==> config.mk <==
export PLATFORM = sky130hd
export DESIGN_NAME = aiwf_top
export DESIGN_NICKNAME = d
export VERILOG_FILES = /design/src/pkg/aiwf_pkg.sv /design/src/core/aiwf_skid.sv /design/src/core/aiwf_top.sv
export SDC_FILE = /design/constraint.sdc
export NUM_CORES = 1
export LEC_CHECK = 0
export BUFFER_PORTS_ARGS = -buffer_cell sky130_fd_sc_hd__buf_2
export CORE_MARGIN = 2
export CORE_UTILIZATION = 40
export DETAILED_ROUTE_END_ITERATION = 10
export PLACE_DENSITY = 0.56
export SETUP_SLACK_MARGIN = 0.5
export SYNTH_ARGS = -nofsm -noshare
export SYNTH_HDL_FRONTEND = slang
export SYNTH_SLANG_ARGS = --single-unit
==> constraint.sdc <==
create_clock -name i_mclk -period 2.1 [get_ports i_mclk]
set_input_delay 0.315 -clock i_mclk [delete_from_list [all_inputs] [get_ports i_mclk]]
set_output_delay 0.315 -clock i_mclk [all_outputs]
set_load 0.05 [all_outputs]
==> src/pkg/aiwf_pkg.sv <==
// shared constants for the analog input word formatter
package aiwf_pkg;
    localparam int WORD_W = 16;
    localparam int DATA_W = 12;
    localparam int CHAN_W = 3;
    localparam int NUM_CHAN = 8;
    localparam int DATA_LSB = 0;
    localparam int CODE_LSB = 12;
    localparam int MSB_POS = 15;
    localparam logic [11:0] FULL_SCALE = 12'hFFF;
    localparam logic [15:0] WORD_RST = 16'h0000;
    localparam logic [2:0] CHAN_RST = 3'h0;
    localparam int UNI_DIVISOR = 4095;
    localparam int BIP_DIVISOR = 8191;
    localparam int SCAN_GAP_NS = 10;
    localparam int SCAN_GAP_CYC = (SCAN_GAP_NS + 4) / 5;
endpackage : aiwf_pkg
==> src/core/aiwf_skid.sv <==
// two-entry buffer with valid/ready on both sides
`timescale 1ns/1ps
module aiwf_skid #(
    parameter int W = 16
) (
    // clock and reset
    input wire logic i_mclk,
    input wire logic i_resetn,
    // fill side
    input wire logic i_valid,
    input wire logic [W-1:0] i_data,
    output logic o_ready,
    // drain side
    output logic o_valid,
    output logic [W-1:0] o_data,
    input wire logic i_ready
);
    logic [W-1:0] mem_q [2];
    logic [W-1:0] mem_d [2];
    logic rd_q, rd_d, wr_q, wr_d;
    logic [1:0] cnt_q, cnt_d;
    logic push, pop;

    always_comb begin
        push = i_valid && (cnt_q != 2'h2);
        pop = (cnt_q != 2'h0) && i_ready;
        mem_d = mem_q;
        wr_d = wr_q;
        rd_d = rd_q;
        if (push) begin
            mem_d[wr_q] = i_data;
            wr_d = ~wr_q;
        end
        if (pop) begin
            rd_d = ~rd_q;
        end
        cnt_d = cnt_q + {1'b0, push} - {1'b0, pop};
    end

    always_ff @(posedge i_mclk) begin
        if (!i_resetn) begin
            mem_q[0] <= '0;
            mem_q[1] <= '0;
            rd_q <= 1'b0;
            wr_q <= 1'b0;
            cnt_q <= 2'h0;
        end else begin
            mem_q <= mem_d;
            rd_q <= rd_d;
            wr_q <= wr_d;
            cnt_q <= cnt_d;
        end
    end

    assign o_ready = (cnt_q != 2'h2);
    assign o_valid = (cnt_q != 2'h0);
    assign o_data = mem_q[rd_q];
endmodule : aiwf_skid

==> src/core/aiwf_top.sv <==
// output word formatter of an eight-channel analog input module
`timescale 1ns/1ps
module aiwf_top (
    // clock and reset
    input wire logic i_mclk,
    input wire logic i_resetn,
    // converter side, same clock domain
    input wire logic i_conv_valid,
    input wire logic [2:0] i_conv_chan,
    input wire logic [11:0] i_conv_mag,
    input wire logic i_conv_neg,
    input wire logic i_bipolar,
    // module pins
    input wire logic i_field_power_ok,
    input wire logic [2:0] i_chan_jumpers,
    // host scan
    input wire logic i_scan_strobe,
    // host input word
    output logic [15:0] o_input_word,
    output logic o_chan_code_bit0,
    output logic o_chan_code_bit1,
    output logic o_chan_code_bit2,
    output logic o_word_valid
);
    // latest conversion per channel, written whenever the converter finishes
    logic [11:0] mag_q [aiwf_pkg::NUM_CHAN];
    logic [11:0] mag_d [aiwf_pkg::NUM_CHAN];
    logic neg_q [aiwf_pkg::NUM_CHAN];
    logic neg_d [aiwf_pkg::NUM_CHAN];
    // pin synchronisers
    logic pwr_s1_q, pwr_s2_q;
    logic [2:0] jmp_s1_q, jmp_s2_q;
    logic scan_s1_q, scan_s2_q, scan_s3_q;
    // scan sequencer
    logic [2:0] chan_q, chan_d;
    logic [15:0] word_q, word_d;
    logic buf_valid, buf_ready;
    logic [15:0] buf_data;
    logic out_valid;
    logic [15:0] out_data;
    logic scan_evt;
    logic [2:0] last_chan;
    logic [11:0] sel_mag;
    logic sel_neg;
    logic msb;

    always_comb begin
        mag_d = mag_q;
        neg_d = neg_q;
        if (i_conv_valid) begin
            // counts stored as given, weight per count set by the range
            mag_d[i_conv_chan] = i_conv_mag;
            // unipolar never carries a sign
            neg_d[i_conv_chan] = i_bipolar && i_conv_neg;
        end
    end

    always_ff @(posedge i_mclk) begin
        if (!i_resetn) begin
            for (int k = 0; k < aiwf_pkg::NUM_CHAN; k++) begin
                mag_q[k] <= 12'h000;
                neg_q[k] <= 1'b0;
            end
        end else begin
            mag_q <= mag_d;
            neg_q <= neg_d;
        end
    end

    // pins cross in through two flops before any use
    always_ff @(posedge i_mclk) begin
        if (!i_resetn) begin
            pwr_s1_q <= 1'b0;
            pwr_s2_q <= 1'b0;
            jmp_s1_q <= 3'h0;
            jmp_s2_q <= 3'h0;
            scan_s1_q <= 1'b0;
            scan_s2_q <= 1'b0;
            scan_s3_q <= 1'b0;
        end else begin
            pwr_s1_q <= i_field_power_ok;
            pwr_s2_q <= pwr_s1_q;
            jmp_s1_q <= i_chan_jumpers;
            jmp_s2_q <= jmp_s1_q;
            scan_s1_q <= i_scan_strobe;
            scan_s2_q <= scan_s1_q;
            scan_s3_q <= scan_s2_q;
        end
    end

    always_comb begin
        scan_evt = scan_s2_q && !scan_s3_q;
        last_chan = jmp_s2_q;
        sel_mag = mag_q[chan_q];
        sel_neg = neg_q[chan_q];
        // no supply forces zero data with msb set, no sign then
        if (!pwr_s2_q) begin
            sel_mag = 12'h000;
            msb = 1'b1;
        end else begin
            // a zero reading cannot carry a sign, else it would read as a fault
            msb = sel_neg && (sel_mag != 12'h000);
        end
        chan_d = chan_q;
        word_d = word_q;
        if (scan_evt && buf_ready) begin
            // one word built at once so fields never mix channels
            word_d = {msb, chan_q, sel_mag};
            if (chan_q >= last_chan) begin
                chan_d = aiwf_pkg::CHAN_RST;
            end else begin
                chan_d = chan_q + 3'h1;
            end
        end
    end

    always_ff @(posedge i_mclk) begin
        if (!i_resetn) begin
            chan_q <= aiwf_pkg::CHAN_RST;
            word_q <= aiwf_pkg::WORD_RST;
        end else begin
            chan_q <= chan_d;
            word_q <= word_d;
        end
    end

    logic push_q, push_d;
    always_comb begin
        push_d = scan_evt && buf_ready;
    end
    always_ff @(posedge i_mclk) begin
        if (!i_resetn) begin
            push_q <= 1'b0;
        end else begin
            push_q <= push_d;
        end
    end
    assign buf_valid = push_q;
    assign buf_data = word_q;

    aiwf_skid #(
        .W(aiwf_pkg::WORD_W)
    ) u_skid (
        .i_mclk(i_mclk),
        .i_resetn(i_resetn),
        .i_valid(buf_valid),
        .i_data(buf_data),
        .o_ready(buf_ready),
        .o_valid(out_valid),
        .o_data(out_data),
        .i_ready(1'b1)
    );

    // output register holds the word steady for the whole scan
    logic [15:0] oword_q, oword_d;
    logic ovalid_q, ovalid_d;
    always_comb begin
        oword_d = oword_q;
        ovalid_d = ovalid_q;
        if (out_valid) begin
            oword_d = out_data;
            ovalid_d = 1'b1;
        end
    end
    always_ff @(posedge i_mclk) begin
        if (!i_resetn) begin
            oword_q <= aiwf_pkg::WORD_RST;
            ovalid_q <= 1'b0;
        end else begin
            oword_q <= oword_d;
            ovalid_q <= ovalid_d;
        end
    end
    assign o_input_word = oword_q;
    assign o_chan_code_bit0 = oword_q[aiwf_pkg::CODE_LSB];
    assign o_chan_code_bit1 = oword_q[aiwf_pkg::CODE_LSB + 1];
    assign o_chan_code_bit2 = oword_q[aiwf_pkg::CODE_LSB + 2];
    assign o_word_valid = ovalid_q;
endmodule : aiwf_top

* Word level (Yosys, flattened, before mapping)
Index checks and enable logic that the tools add are counted.
** Cells by class
- $add $sub $neg :: 3
- Magnitude comparators :: 7
- Equal/unequal tests :: 1
- Muxes and demuxes :: 21
- Bitwise logic cells :: 6
- Reduce and logical (&&, ||, !) cells :: 10
** Operator list (count)
- 96-bit bitwise mux :: 1
- 16-bit two-way mux :: 4
- 12-bit two-way mux :: 4
- 12-bit binary-select mux with 3-bit select :: 1
- 12-bit demux with 3-bit select :: 1
- 32-bit bitwise mux :: 1
- 16-bit demux with 1-bit select :: 1
- 12-bit nonzero test :: 1
- 8-bit bitwise mux :: 1
- 4-bit greater-or-equal comparator, second input constant :: 2
- 3-bit inverter with 4-bit output :: 2
- 1-bit logical AND :: 7
- 2-bit greater-or-equal comparator, second input constant :: 2
- 4-bit by 1-bit < comparator with 1-bit output, second input constant :: 1
- 1-bit two-way mux :: 4
- 1-bit inverter with 2-bit output :: 2
- 3-bit by 1-bit adder with 3-bit output, second input constant :: 1
- 1-bit binary-select mux with 3-bit select :: 1
- 1-bit demux with 3-bit select :: 1
- 3-bit greater-or-equal comparator :: 1
- 3-bit two-way mux :: 1
- 2-bit by 1-bit adder with 2-bit output :: 1
- 2-bit by 1-bit < comparator with 1-bit output, second input constant :: 1
- 2-bit != test, second input constant :: 1
- 4 further kinds :: 5
** Word-level totals
- Bits in registers :: 188
- Input bits :: 25
- Output and inout port bits :: 20
- Logic and storage cells :: 81

* Longest topological paths before layout
- Word-level depth :: 7
- Mapped depth :: 10
- Mapped depth without buffers :: 7

* Cells and area by module
Synthesis repeated with hierarchy kept, for this count alone.
** Second synthesis, totals
- Cells, all modules :: 912
- Area, all modules :: 8642.0 µm²
** Modules (own cells, without submodules)
- aiwf_top :: instances 1, cells an instance 713, area each 6578.8 µm², seq. area each 3042.9 µm²
- aiwf_skid :: instances 1, cells an instance 199, area each 2063.2 µm², seq. area each 720.7 µm²

* Least setup slack after synthesis
OpenSTA, ideal clock, no wires.
- Path kind :: flip-flop to flip-flop
- Start :: register chan_q[0]
- End :: register chan_q[2]
- Setup time :: 70 ps
- Arrival time :: 1911 ps
- Data required time :: 2030 ps
- Slack :: 119 ps
- Cell stages (with the launch flop) :: 11
- Buffers on the path :: 3
- Period minus slack after synthesis :: 1981 ps
- Cell sequence :: dfxtp_1 -> buf_6 -> buf_12 -> buf_12 -> inv_1 -> ha_1 -> nand2b_1 -> a21o_1 -> a2111oi_0 -> o21ai_0 -> a21oi_1
** On the way
- Longest elaborated chain between the ends :: 2
- Elaborated cells on any way between the ends :: 3
- Those cells by class :: 1 x add/sub; 1 x order compare; 1 x mux
** RTL lines
- from (decl) :: line aiwf_top.sv:35 : logic [2:0] chan_q, chan_d;
- from (signal assigned) :: line aiwf_top.sv:119 : chan_q <= aiwf_pkg::CHAN_RST;
- from (signal assigned) :: line aiwf_top.sv:122 : chan_q <= chan_d;
- 3-bit by 1-bit adder with 3-bit output or 3-bit greater-or-equal comparator (tied branches) :: line aiwf_top.sv:112, aiwf_top.sv:109
- 3-bit two-way mux * :: line aiwf_top.sv:109 : if (chan_q >= last_chan) begin
Mark *: on every way between the ends. The rest lies on a longest branch, timed or not.
A chain may end at the register's enable or synchronous reset.

* Worst setup path in the final report
Same ends and word-level chain as after synthesis.

==> metrics.csv <==
stage;metric;value;unit
global_routing;antenna_found_initial;0;
timing;fin_skew;0.008788;ns
die;initial_core_util;0.4087;
synthesis;synthesis.area;7645;um^2
place;dp_hpwl;12670;um
power;power;7.457;mW
setup_path;slowest_stage;dfxtp_4;
synthesis;synth_seq_cells;188;
timing;relSlewSlack;0.5865;
timing;worst-slew-pin-transition;0.6188;ns
power;peakVddDrop;0.5637;mV
final_layout;drive_gt1_frac;0.1914;
route;detail_route.wl_per_cell;16.73;um
clock_network;ctsHtreeMaxLevel;4;
job;drv_cap;0;
power;leakage;3.158;nW
timing;rsz0062_at_grt;yes;
synthesis;synth_common_cells;nand2_1, dfxtp_1, a21oi_1;
place;gp_congestion;0.8111;
die;die_h;142.2;um
setup_path;critPathBufInv;3;
status;outcome;finished clean;
clock_network;hold_buffers;0;
place;dp_cells;1115;
route;dr_wl_met3;1053;um
route;drc_errors;0;
die;rows;50;
die;die_w;142.2;um
worst_hold_path;hold_path.startpoint;i_scan_strobe;
worst_hold_path;hold_class;input port to flop;
clock_network;cts.sinks;188;
final_layout;final_cells;1164;
die;io_pins;45;
global_routing;grt_overflow;0;
timing;max_freq;543.0;MHz
timing;timing.final.setup_violations;0;
setup_path;cp-startpoint;chan_q[0];
route;ant_nets;0;
timing;final.min_clock_period;1.842;ns
route;route.vias.total;6009;
global_routing;grt_pass1_vias;5554;
synthesis;yosysSeqAreaShare;0.4923;
synthesis;synth_edf_count;0;
synthesis;synth_top_area_share;0.4923;
timing;tns;0;ns
setup_path;end_kind;flop;
route;dr_wl_met2;9086;um
setup_path;critPathArrivalTime;2.20;ns
synthesis;synth.most_common_cell;nand2_1;
timing;hold_viol;0;
synthesis;netlist_top_cells_area;dfxtp_1, nand2_1, a21oi_1, mux4_1, mux2i_1;
global_routing;grt_max_degree;76;
timing;final_max_slew_viol_count;0;
setup_path;timing.critical_path.mode_cell;buf_12;
setup_path;cp_max_fo;6;
synthesis;yosys_warnings;0;
synthesis;synthCells;876;
setup_path;crit_path_cell_trace;buf_12, buf_12, inv_6, ha_4, nand2b_4, a21o_1, a2111oi_2, o21ai_0, a21oi_1;
clock_network;clk_pin_slew;0.07;ns
synthesis;yosysUniqueCellTypes;38;
route;drt_iter0_markers;396;
setup_path;path_class;flop to flop;
final_layout;antenna_cells;0;
route;viasPerCell;5.162;
synthesis;ys.flop_type;dfxtp_1;
final_layout;final_core_util;0.4853;
synthesis;ys_async_sr_fraction;0;
setup_path;worstPathRequired;2.46;ns
power;power_density;821.5;nW/um^2
die;die_area;20230;um^2
setup_path;path_delay_family;compound AO/OA/AOI/OAI gates;
final_layout;nNetsFinal;946;
place;port_buffers;44;
global_routing;grt_usage;0.1985;
clock_network;cts_root_buffer;clkbuf_16;
final_layout;fillers;1811;
synthesis;avgSynthCellArea;8.727;um^2
global_routing;grt_pass1_wl;30900;um
route;maxUsedRoutingLayer;met4;
setup_path;slowest_delay;0.42;ns
timing;period_share;0.8770;
setup_path;startpoint_type;flop;
clock_network;clkLatencyLatePin;0.43;ns
setup_path;r2r-start;chan_q[0];
final_layout;syn_to_final_growth;18.74;%
clock_network;cts_tree;done;
synthesis;yosys.area.top_type;dfxtp_1;
route;m1WireLength;9149;um
clock_network;clock_path_buffers;2;
die;core_region_area;18710;um^2
route;wirelength;19480;um
route;dr.pass1.iters;5;
synthesis;synth_nets;905;
clock_network;cts_buffers;17;
-- registers in the layout (all words and copies together) (netlist names), 2 cells and up --
register,flops
jmp_s1_q,3
u_skid.mem_q,32
chan_q,3
mag_q,96
neg_q,8
jmp_s2_q,3
u_skid.cnt_q,2
o_input_word,16
buf_data,16
-- metal layers --
metal	up-vias	GRT usage
met1	2840	0.2813
met4	0	0.05053
met5	-	0
met3	16	0.03836
li1	3018	-
met2	135	0.3122
-- stage by stage --
step / setup slack (ns) / instance area, um^2 / hold WS, ns
6_report: 0.2583 / 9077 / 0.08694
5_1_grt: 0.1175 / 9077 / 0.07938
4_1_cts: 0.2498 / 8925 / 0.07300
3_5_place_dp: 0.1334 / 8122 / 0.4266
3_3_place_gp: 0.1472 / 8122 / 0.4234
2_1_floorplan: 0.2273 / 7677 / 0.4119
-- worst paths after layout --
check	endpoint	cells past startpoint	slack, ns
worst min register to register	jmp_s2_q[1]	1	0.44
worst max register to register	chan_q[2]	9	0.26
worst max-delay path	chan_q[2]	9	0.26
worst min-delay path	scan_s1_q	2	0.09
-- power by group --
part	leakage [nW]	switching [mW]	internal (mW)
sequential	1.52	0.0354	3.62
combinational	1.34	0.269	0.146
clock	0.300	1.45	1.93
-- cell families (layout without fill, tap and decap cells) --
kind of cell               count (synthesis)  in the layout  synth area share
AOI/OAI and AO/OA                        177            177            0.1290
muxes                                     56             56            0.1234
adders and majority gates                  4              4          0.006547
buffers and inverters                     82            136           0.05401
DFF                                      188            188            0.4923
xor gates and xnor gates                   1              1          0.001146
and+or+nand+nor                          368            368            0.1936
-- cell usage in the layout, fill, tap and decap left out, drive strengths merged, types with 6 or more instances in the layout --
cell and count:
a211oi 17, a21oi 143, a2bb2oi 12, and2 12, buf 99, clkbuf 18
dfxtp 188, inv 10, mux2i 29, mux4 26, nand2 286, nand3 6
nor2 43
-- cell type report --
type	count	area [um^2]	area share
well taps	234	292.8	0.03225
clock inverters	14	182.7	0.02012
flip-flops and latches	188	3771	0.4154
inverters	5	26.28	0.002895
clock buffers	18	439.2	0.04838
repair buffers	99	774.5	0.08532
multi-input cells	606	3591	0.3956
-- timing repair --
| item | in CTS | in global routing |
|---|---|---|
| pin swaps | 4 | 4 |
| cloned | 1 | 0 |
| endpoints found under the setup margin | 15 | 27 |
| gates resized for setup | 20 | 27 |
| setup buffers | 12 | 4 |
Power figures use the tool's default switching activity.
